`config.mk`:
```
export PLATFORM = sky130hd
export DESIGN_NAME = cwsl_loader
export DESIGN_NICKNAME = d
export VERILOG_FILES = /design/src/rtl/cwsl_pkg.sv /design/src/rtl/cwsl_loader.sv
export SDC_FILE = /design/constraint.sdc
export NUM_CORES = 1
export LEC_CHECK = 0
export ABC_AREA = 1
export BUFFER_PORTS_ARGS = -buffer_cell sky130_fd_sc_hd__buf_2
export CORE_AREA = 2 2 150 152
export CTS_CLUSTER_SIZE = 30
export DETAILED_ROUTE_END_ITERATION = 8
export DIE_AREA = 0 0 152 154
export HOLD_SLACK_MARGIN = 0.03
export PLACE_DENSITY = 0.88
export SYNTH_ARGS = -nofsm -noshare
export SYNTH_HDL_FRONTEND = slang
export SYNTH_SLANG_ARGS = --single-unit
```
`constraint.sdc`:
```
create_clock -name clk_sys -period 7.4 [get_ports clk_sys]
set_clock_uncertainty 0.15 [all_clocks]
set_input_delay 1.11 -clock clk_sys [delete_from_list [all_inputs] [get_ports clk_sys]]
set_output_delay 1.11 -clock clk_sys [all_outputs]
set_load 0.05 [all_outputs]
```
`src/rtl/cwsl_pkg.sv`:
```
//==============================================================================
// constants of the configuration word shadow loader
//==============================================================================
package cwsl_pkg;

   //===========================================================================
   // widths and counts
   //===========================================================================
   localparam int          ADDR_W      = 24;
   localparam int          WORD_W      = 24;
   localparam int          SEQ_W       = 12;
   localparam int          NUM_WORDS   = 6;
   localparam logic [3:0]  SETTLE_CNT  = 4'h3;   // strap settle cycles after release
   localparam logic [2:0]  IDX_SEQ_A   = 3'h0;
   localparam logic [2:0]  IDX_SEQ_B   = 3'h1;
   localparam logic [2:0]  IDX_WORD0   = 3'h2;
   localparam logic [2:0]  IDX_LAST    = 3'h7;

   //===========================================================================
   // flash and register addresses
   //===========================================================================
   localparam logic [23:0] PANEL_B_OFS = 24'h400000;  // second panel base offset
   localparam logic [23:0] SEQ_ADDR    = 24'h00affc;  // boot_sequence_word
   localparam logic [23:0] CFG_LO      = 24'h00af80;  // start of configuration space
   localparam logic [23:0] CFG_HI      = 24'h00afff;  // end of configuration space
   localparam logic [23:0] STATUS_ADDR = 24'h00aff0;
   localparam logic [23:0] CTRL_ADDR   = 24'h00afe0;
   localparam logic [NUM_WORDS-1:0][23:0] WORD_ADDR = {
      24'h00afa0,    // watchdog_config_word
      24'h00af9c,    // oscillator_config_word
      24'h00af98,    // oscillator_select_word
      24'h00af94,    // signature_reserved_word
      24'h00af90,    // boot_segment_limit_word
      24'h00af80     // security_config_word
   };

   //===========================================================================
   // field positions and values
   //===========================================================================
   localparam int          SEQ_LSB     = 0;           // sequence number in bits 11:0
   localparam int          ST_DONE_B   = 0;
   localparam int          ST_PANEL_B  = 1;
   localparam int          ST_DUAL_B   = 2;
   localparam int          ST_BLANK_B  = 3;
   localparam int          ST_SWAP_B   = 4;
   localparam int          CT_SWAP_B   = 0;
   localparam logic [23:0] ERASED_WORD = 24'hffffff;

   typedef enum logic [1:0] {
      CWSL_SETTLE  = 2'b00,
      CWSL_ISSUE   = 2'b01,
      CWSL_CAPTURE = 2'b10,
      CWSL_DONE    = 2'b11
   } cwsl_state_e;

endpackage : cwsl_pkg

```
`src/rtl/cwsl_loader.sv`:
```
module cwsl_loader (
   input  wire logic                clk_sys,
   input  wire logic                sys_rst,
   input  wire logic                dual_mode_pin,
   output logic [23:0]              flash_addr,
   output logic                     flash_rd,
   input  wire logic [23:0]         flash_rdata,
   input  wire logic                fetch_valid,
   input  wire logic [23:0]         fetch_addr,
   output logic                     reset_req,
   input  wire logic [23:0]         reg_addr,
   input  wire logic [15:0]         reg_wdata,
   input  wire logic                reg_wr,
   input  wire logic                reg_rd,
   output logic [23:0]              reg_rdata,
   output logic                     load_done,
   output logic                     active_panel,
   output logic [23:0]              security_config_word,
   output logic [23:0]              boot_segment_limit_word,
   output logic [23:0]              signature_reserved_word,
   output logic [23:0]              oscillator_select_word,
   output logic [23:0]              oscillator_config_word,
   output logic [23:0]              watchdog_config_word
);

   //===========================================================================
   // state record
   //===========================================================================
   typedef struct packed {
      logic [2:0]                          sync;
      cwsl_pkg::cwsl_state_e               state;
      logic [3:0]                          settle;
      logic [2:0]                          idx;
      logic [11:0]                         seq_a;
      logic                                panel;
      logic                                dual;
      logic [cwsl_pkg::NUM_WORDS-1:0][23:0] shadow;
      logic                                done;
      logic                                blank;
      logic                                swapped;
      logic                                rst_req;
      logic [23:0]                         faddr;
      logic                                frd;
      logic [23:0]                         rdata;
   } cwsl_state_s;

   cwsl_state_s state_reg;
   cwsl_state_s state_next;

   logic [23:0] panel_base;
   logic [23:0] word_addr;
   logic [23:0] ofs_a;
   logic [23:0] ofs_b;
   logic        cfg_fetch;
   logic [11:0] seq_b;

   //===========================================================================
   // address helpers
   //===========================================================================
   // base of the panel whose words are being read
   assign panel_base = state_reg.panel ? cwsl_pkg::PANEL_B_OFS : 24'h000000;
   // flash word for the current index: two sequence slots, then six words
   always_comb begin
      if (state_reg.idx == cwsl_pkg::IDX_SEQ_A) begin
         word_addr = cwsl_pkg::SEQ_ADDR;
      end else if (state_reg.idx == cwsl_pkg::IDX_SEQ_B) begin
         word_addr = cwsl_pkg::SEQ_ADDR | cwsl_pkg::PANEL_B_OFS;
      end else begin
         word_addr = cwsl_pkg::WORD_ADDR[state_reg.idx - cwsl_pkg::IDX_WORD0] | panel_base;
      end
   end

   // fetch address folded into either panel
   assign ofs_a = fetch_addr;
   assign ofs_b = fetch_addr & ~cwsl_pkg::PANEL_B_OFS;
   assign cfg_fetch = fetch_valid
                   && (((ofs_a >= cwsl_pkg::CFG_LO) && (ofs_a <= cwsl_pkg::CFG_HI))
                    || ((ofs_b >= cwsl_pkg::CFG_LO) && (ofs_b <= cwsl_pkg::CFG_HI)));

   assign seq_b = flash_rdata[cwsl_pkg::SEQ_LSB +: cwsl_pkg::SEQ_W];

   //===========================================================================
   // next state
   //===========================================================================
   // strap sync, load sequencer, swap control, fetch guard and read port
   always_comb begin
      state_next      = state_reg;
      state_next.sync = {state_reg.sync[1:0], dual_mode_pin};
      state_next.frd  = 1'b0;

      case (state_reg.state)
         cwsl_pkg::CWSL_SETTLE: begin
            // settle counter runs out first, then the strap is taken once the second and third stages agree
            if (state_reg.settle != cwsl_pkg::SETTLE_CNT) begin
               state_next.settle = state_reg.settle + 4'h1;
            end else if (state_reg.sync[2] == state_reg.sync[1]) begin
               state_next.dual  = state_reg.sync[2];
               state_next.idx   = state_reg.sync[2] ? cwsl_pkg::IDX_SEQ_A : cwsl_pkg::IDX_WORD0;
               state_next.state = cwsl_pkg::CWSL_ISSUE;
            end
         end
         cwsl_pkg::CWSL_ISSUE: begin
            // fetch from the top of program flash
            state_next.faddr = word_addr;
            state_next.frd   = 1'b1;
            state_next.state = cwsl_pkg::CWSL_CAPTURE;
         end
         cwsl_pkg::CWSL_CAPTURE: begin
            // read data is valid now, in the same cycle as the strobe
            if (state_reg.idx == cwsl_pkg::IDX_SEQ_A) begin
               state_next.seq_a = flash_rdata[cwsl_pkg::SEQ_LSB +: cwsl_pkg::SEQ_W];
            end else if (state_reg.idx == cwsl_pkg::IDX_SEQ_B) begin
               // lower sequence number wins, a tie keeps panel a
               state_next.panel = seq_b < state_reg.seq_a;
            end else begin
               // copy word into shadow; from active panel
               state_next.shadow[state_reg.idx - cwsl_pkg::IDX_WORD0] = flash_rdata;
               // an erased page shows up as all-ones words
               if (flash_rdata == cwsl_pkg::ERASED_WORD) begin
                  state_next.blank = 1'b1;
               end
            end
            if (state_reg.idx == cwsl_pkg::IDX_LAST) begin
               state_next.done  = 1'b1;
               state_next.state = cwsl_pkg::CWSL_DONE;
            end else begin
               state_next.idx   = state_reg.idx + 3'h1;
               state_next.state = cwsl_pkg::CWSL_ISSUE;
            end
         end
         cwsl_pkg::CWSL_DONE: begin
            // soft swap flips the panel only, shadows stay
            if (reg_wr && (reg_addr == cwsl_pkg::CTRL_ADDR)
                && reg_wdata[cwsl_pkg::CT_SWAP_B] && state_reg.dual) begin
               state_next.panel   = ~state_reg.panel;
               state_next.swapped = 1'b1;
            end
         end
         default: begin
            state_next.state = cwsl_pkg::CWSL_SETTLE;
         end
      endcase

      // request stays up until the reset arrives
      if (cfg_fetch) begin
         state_next.rst_req = 1'b1;
      end

      // register read port, data one cycle after the strobe
      state_next.rdata = 24'h000000;
      if (reg_rd) begin
         for (int i = 0; i < cwsl_pkg::NUM_WORDS; i++) begin
            if (reg_addr == cwsl_pkg::WORD_ADDR[i]) begin
               state_next.rdata = state_reg.shadow[i];
            end
         end
         if (reg_addr == cwsl_pkg::STATUS_ADDR) begin
            state_next.rdata[cwsl_pkg::ST_DONE_B]  = state_reg.done;
            state_next.rdata[cwsl_pkg::ST_PANEL_B] = state_reg.panel;
            state_next.rdata[cwsl_pkg::ST_DUAL_B]  = state_reg.dual;
            state_next.rdata[cwsl_pkg::ST_BLANK_B] = state_reg.blank;
            state_next.rdata[cwsl_pkg::ST_SWAP_B]  = state_reg.swapped;
         end
      end
   end

   //===========================================================================
   // state register
   //===========================================================================
   // volatile shadows cleared by reset; any reset reloads
   always_ff @(posedge clk_sys or posedge sys_rst) begin
      if (sys_rst) begin
         state_reg <= '0;
      end else begin
         state_reg <= state_next;
      end
   end

   //===========================================================================
   // outputs
   //===========================================================================
   // shadows leave only through flops written during a load
   assign flash_addr              = state_reg.faddr;
   assign flash_rd                = state_reg.frd;
   assign reset_req               = state_reg.rst_req;
   assign reg_rdata               = state_reg.rdata;
   assign load_done               = state_reg.done;
   assign active_panel            = state_reg.panel;
   assign security_config_word    = state_reg.shadow[0];
   assign boot_segment_limit_word = state_reg.shadow[1];
   assign signature_reserved_word = state_reg.shadow[2];
   assign oscillator_select_word  = state_reg.shadow[3];
   assign oscillator_config_word  = state_reg.shadow[4];
   assign watchdog_config_word    = state_reg.shadow[5];
endmodule : cwsl_loader

```
; After elaboration in Yosys (flattened, before gate mapping)
; Memory sizes are Yosys's and may differ from the RTL's.
; Index checks and enable logic that the tools add are counted.
[classes]
n_bitwise = 5
n_reduce_logical = 23
n_mux = 29
n_eq_ne = 22
addsub = 3
magnitude_cmp = 7
[op_table]
columns = cell, count
row1 = $mux W24, 11
row2 = $eq A24 B16 Y1 const B, 8
row3 = $bwmux W144, 1
row4 = $demux W24 S3, 1
row5 = $ge A24 B16 Y1 const B, 2
row6 = $le A24 B16 Y1 const B, 2
row7 = $eq A24 B24 Y1 const B, 1
row8 = $or A24 B23 Y24, 1
row9 = $mux W23, 1
row10 = $lt A12 B12 Y1, 1
row11 = $ne A2 B2 Y1 const B, 6
row12 = $reduce_and A4 Y1, 3
row13 = $mux W3, 3
row14 = $reduce_and A3 Y1, 3
row15 = $mux W2, 4
row16 = $reduce_and A2 Y1, 4
row17 = $logic_and A1 B1 Y1, 7
row18 = $pmux W2 S3, 1
row19 = $pmux W3 S2, 1
row20 = $mux W5, 1
row21 = $add A4 B1 Y4 const B, 1
row22 = $eq A2 B2 Y1 const B, 2
row23 = $lt A3 B4 Y1 const B, 1
row24 = $mux W1, 4
row25 = 15 further kinds, 19
[totals]
romBits = 192
n_memories = 1
inputBits = 94
elab_cells = 110
regBits = 223
[memory_table]
columns = name, depth, width, read_ports, rd_clocked_by_memory_dff, wr, line_no
row1 = (name not given), 8, 24, 1, 0, 0, cwsl_loader.sv:69  ; word_addr = cwsl_pkg::WORD_ADDR[state_reg.idx - cwsl_pkg::IDX_WORD0] | panel_base;

; Logic depth before layout (Yosys ltp)
[logic_depth]
word_depth = 9
mapped_depth = 13
ltp_nobuf = 12

; Worst setup path before layout
; OpenSTA, ideal clock, no wires.
[synth_timing]
path_type = input to register
from = input port reg_addr[7]
to = register state_reg (netlist bit reg_rdata[17])
n_path_buf = 1
setup_slack_ps = 4905
t_required_ps = 7128
setup_time_ps = 122
cell_stages = 11
arrival_ps = 2224
cell_sequence = inv_1 > nor2_1 > nand2_2 > nor2_4 > nand2_4 > buf_6 > or2_0 > nand2_1 > nand2_1 > nand2_1 > a21oi_2
[synth_rtl]
columns = item, line_no
row1 = from (decl), cwsl_loader.sv:11  ; input wire logic [23:0] reg_addr,
row2 = to (signal assigned), cwsl_loader.sv:175  ; state_reg <= state_next;
row3 = to (decl), cwsl_loader.sv:47  ; cwsl_state_s state_reg;

==> results.md <==
* **Residual DRC** 0
* **number of distinct library cell variants in the gate-level netlist after synthesis** 41
* **initial standard-cell utilization of the core** 0.535
* **run status** complete, no violations
* **number of vias after detailed routing** 9195
* **power density normalized to cell area** 320 nW/um^2
* **number of clock buffers inserted by TritonCTS** 24
* **Max Root-Sink Buffers** 3
* **number of flip-flops under the largest register name** 25
* **portion of total power attributed to combinational logic** 0.300
* **pin count of the biggest net entering global routing** 103
* **clock transition at the registers of the reported paths** 60 ps
* **total number of clock tree sinks** 206
* **kind of end point of the critical path** register
* **sequential share of power** 0.366
* **Std-Cell Core Area** 21700 um^2
* **Synth Flop Type** sky130_fd_sc_hd__dfrtp_1
* **count of filler cells inserted in the layout** 1873
* **final hold violations** 0
* **Min Clock Period, post-route** 3740 ps
* **initial antenna violation count** 5
* **routed wire length** 30700 um
* **worst endpoint required time** 7630 ps
* **DR WL/cell** 17.6 um
* **final worst path period share** 0.505
* **Crit Path Max Fanout** 64
* **post-synthesis to final-layout area growth** 7.33%
* **I/O Pins** 290
* **number of pins exceeding their max-slew limit in the final report** 0
* **HPWL reported at the end of detailed placement** 21200 um
* **EDFF count, synth** 0
* **worst endpoint data arrival time** 3970 ps
* **synthesized area** 11600 um^2
* **area of the die** 23400 um^2
* **placed instance area** 11600 um^2
* **Least-Margin Pin Slew** 1120 ps
* **most common cell in the netlist** sky130_fd_sc_hd__nand2_1
* **Chip Width** 152 um
* **fraction of power consumed by the clock network** 0.333
* **total negative slack** 0 ps
* **number of DRC violations after detailed-routing iteration 0** 600
* **total of cells resized after clock tree synthesis** 0
* **#FFs+latches synth** 206
* **final non-filler cell area** 12500 um^2
* **height of the chip** 154 um
* **Final Wtd Congestion** 0.953
* **max-cap check violation count** 0
* **post-CTS setup repair buffer count** 0
* **most common library cells after synthesis** 272 x sky130_fd_sc_hd__nand2_1, 206 x sky130_fd_sc_hd__dfrtp_1, 193 x sky130_fd_sc_hd__buf_4
* **insertion delay to the later sink of the worst-skew pair** 520 ps
* **Worst Setup Start Kind** input pin
* **worst hold path class** register to register
* **largest area contributor in the netlist** sky130_fd_sc_hd__dfrtp_1
* **Cell Int Power** 2.46 mW
* **proportion of register bits with asynchronous set or reset after synthesis** 1.00
* **Net Sw Frac** 0.382
* **unrepaired setup endpoints after global routing** false
* **remaining number of nets flagged by the antenna check after routing** 0
* **type of the worst setup path** input pin to register
* **root buffer selected by CTS** sky130_fd_sc_hd__clkbuf_16
* **number of instances in the synthesized netlist** 1408
* **number of search-and-repair iterations in the first detailed-routing pass** 5
* **global-route wire length before repair** 47300 um
* **Static Leak** 6.63 nW
* **Register Area** 5150 um^2
* **share of the synthesized area in the top cell type** 0.444
* **Synth Area per Inst** 8.24 um^2
* **Port-buffer cells** 255
* **clock tree from TritonCTS** yes
* **FF-to-FF setup slack** 4510 ps
* **via count of the first global-routing pass** 8602
* **area of combinational cells with multiple inputs** 4120 um^2
* **Setup-failing EPs final** 0
* **hold_buf cts** 0
* **via count normalized by instance count** 5.27
* **overall fraction of global-route tracks in use** 0.255
* **top post-synthesis cells by area** sky130_fd_sc_hd__dfrtp_1 44%, sky130_fd_sc_hd__buf_4 12%, sky130_fd_sc_hd__nand2_1 8.8%
* **NetSw** 1.52 mW
* **worst slew margin relative to its limit** 0.249
* **achievable clock frequency** 268 MHz
* **total grt overflow** 0
* **layout cell share with drive strength beyond 1** 0.248
* **final-stage net count** 1569
* **final design utilization** 0.574
* **maximum ir drop on the vdd rail** 167 uV
* **standard-cell rows** 54
* **CTS H-tree lvls** 1
* **sequential-to-total area share from yosys stat** 0.444
* **total of warnings raised by yosys** 0
[power by group through the flow]
stage / Sequential (mW) / Clock [mW] / Combinational (mW)
finish: 1.46 / 1.33 / 1.20
detailed placement: 1.48 / 0 / 1.20
global placement: 1.46 / 0 / 1.17
floorplan: 1.46 / 0 / 1.10
global route: 1.49 / 1.39 / 1.30
CTS: 1.46 / 1.35 / 1.21
[worst max-delay path: stages]
cell	delay [ps]
sky130_fd_sc_hd__buf_2	90
sky130_fd_sc_hd__inv_1	40
sky130_fd_sc_hd__nand2_1	40
sky130_fd_sc_hd__nor2_1	90
sky130_fd_sc_hd__nand2_1	130
sky130_fd_sc_hd__nor2_8	690
sky130_fd_sc_hd__nand3_2	1040
sky130_fd_sc_hd__nand2_1	290
sky130_fd_sc_hd__inv_1	60
sky130_fd_sc_hd__nand2_1	80
sky130_fd_sc_hd__nand2_1	90
sky130_fd_sc_hd__nand2_1	70
sky130_fd_sc_hd__a21oi_1	110
[through the flow]
stage / instances / setup slack, ps / hold WS [ps] / power (mW)
floorplan: 1418 / 516 / 181 / 2.56
global placement: 1702 / 3220 / 183 / 2.64
detailed placement: 1702 / 3180 / 187 / 2.68
CTS: 1745 / 3690 / 201 / 4.02
global route: 1746 / 3390 / 216 / 4.18
finish: 1746 / 3660 / 199 / 3.99
[layout make-up]
class,instances,area share
flip-flops and latches,206,0.414
multi-input cells,797,0.331
repair buffers,262,0.107
clock buffers,35,0.0589
inverters,157,0.0479
well taps,280,0.0281
clock inverters,8,0.0133
diodes,1,0.000201
[placed cells by master (no fill, tap or decap), drive strengths merged]
cell type  synthesis  layout
a21boi             1       1
nand3             92      92
nand2            276     276
a41o               1       1
xnor2              2       2
a31o               1       1
or2               21      21
xor2               2       2
inv              157     157
ha                27      27
mux2               2       2
nor4               4       4
o2111ai            5       5
a31oi              2       2
clkbuf            21      35
nand4              9       9
a21oi             38      38
o211ai             1       1
diode              0       1
dfrtp            206     206
nor3               5       5
nor2              53      53
conb               1      11
bufinv             0       5
clkinv             0       3
o21ai            224     224
buf              237     262
o21a              19      19
nand3b             1       1
[cell families after synthesis]
group                    synth area share
AND/OR/NAND/NOR                     0.176
buffers and inverters               0.205
AO/OA/AOI/OAI                       0.140
flip-flops                          0.444
adder cells (fa/ha/maj)            0.0291
XOR/XNOR                          0.00302
multiplexers                      0.00194
other                            0.000323
[final timing paths]
check / depth (start not counted) / to / start
worst max-delay path: 13 / reg_rdata[1] / reg_addr[14]
worst min-delay path: 0 / state_next[222] / state_next[221]
worst max register to register: 6 / watchdog_config_word[16] / state_reg[218]
worst min register to register: 0 / state_next[222] / state_next[221]
max in group asynchronous: 3 / reg_rdata[12] / sys_rst
min in group asynchronous: 2 / signature_reserved_word[0] / sys_rst
[metal layers]
metal | track usage | vias to the layer above | share of wire
met5 | 0 | - | 0.00075
met4 | 0.115 | 4 | 0.047
met3 | 0.0482 | 89 | 0.080
met2 | 0.439 | 423 | 0.49
met1 | 0.311 | 4294 | 0.39
li1 | - | 4385 | -
(Power assumes the default switching activity.)
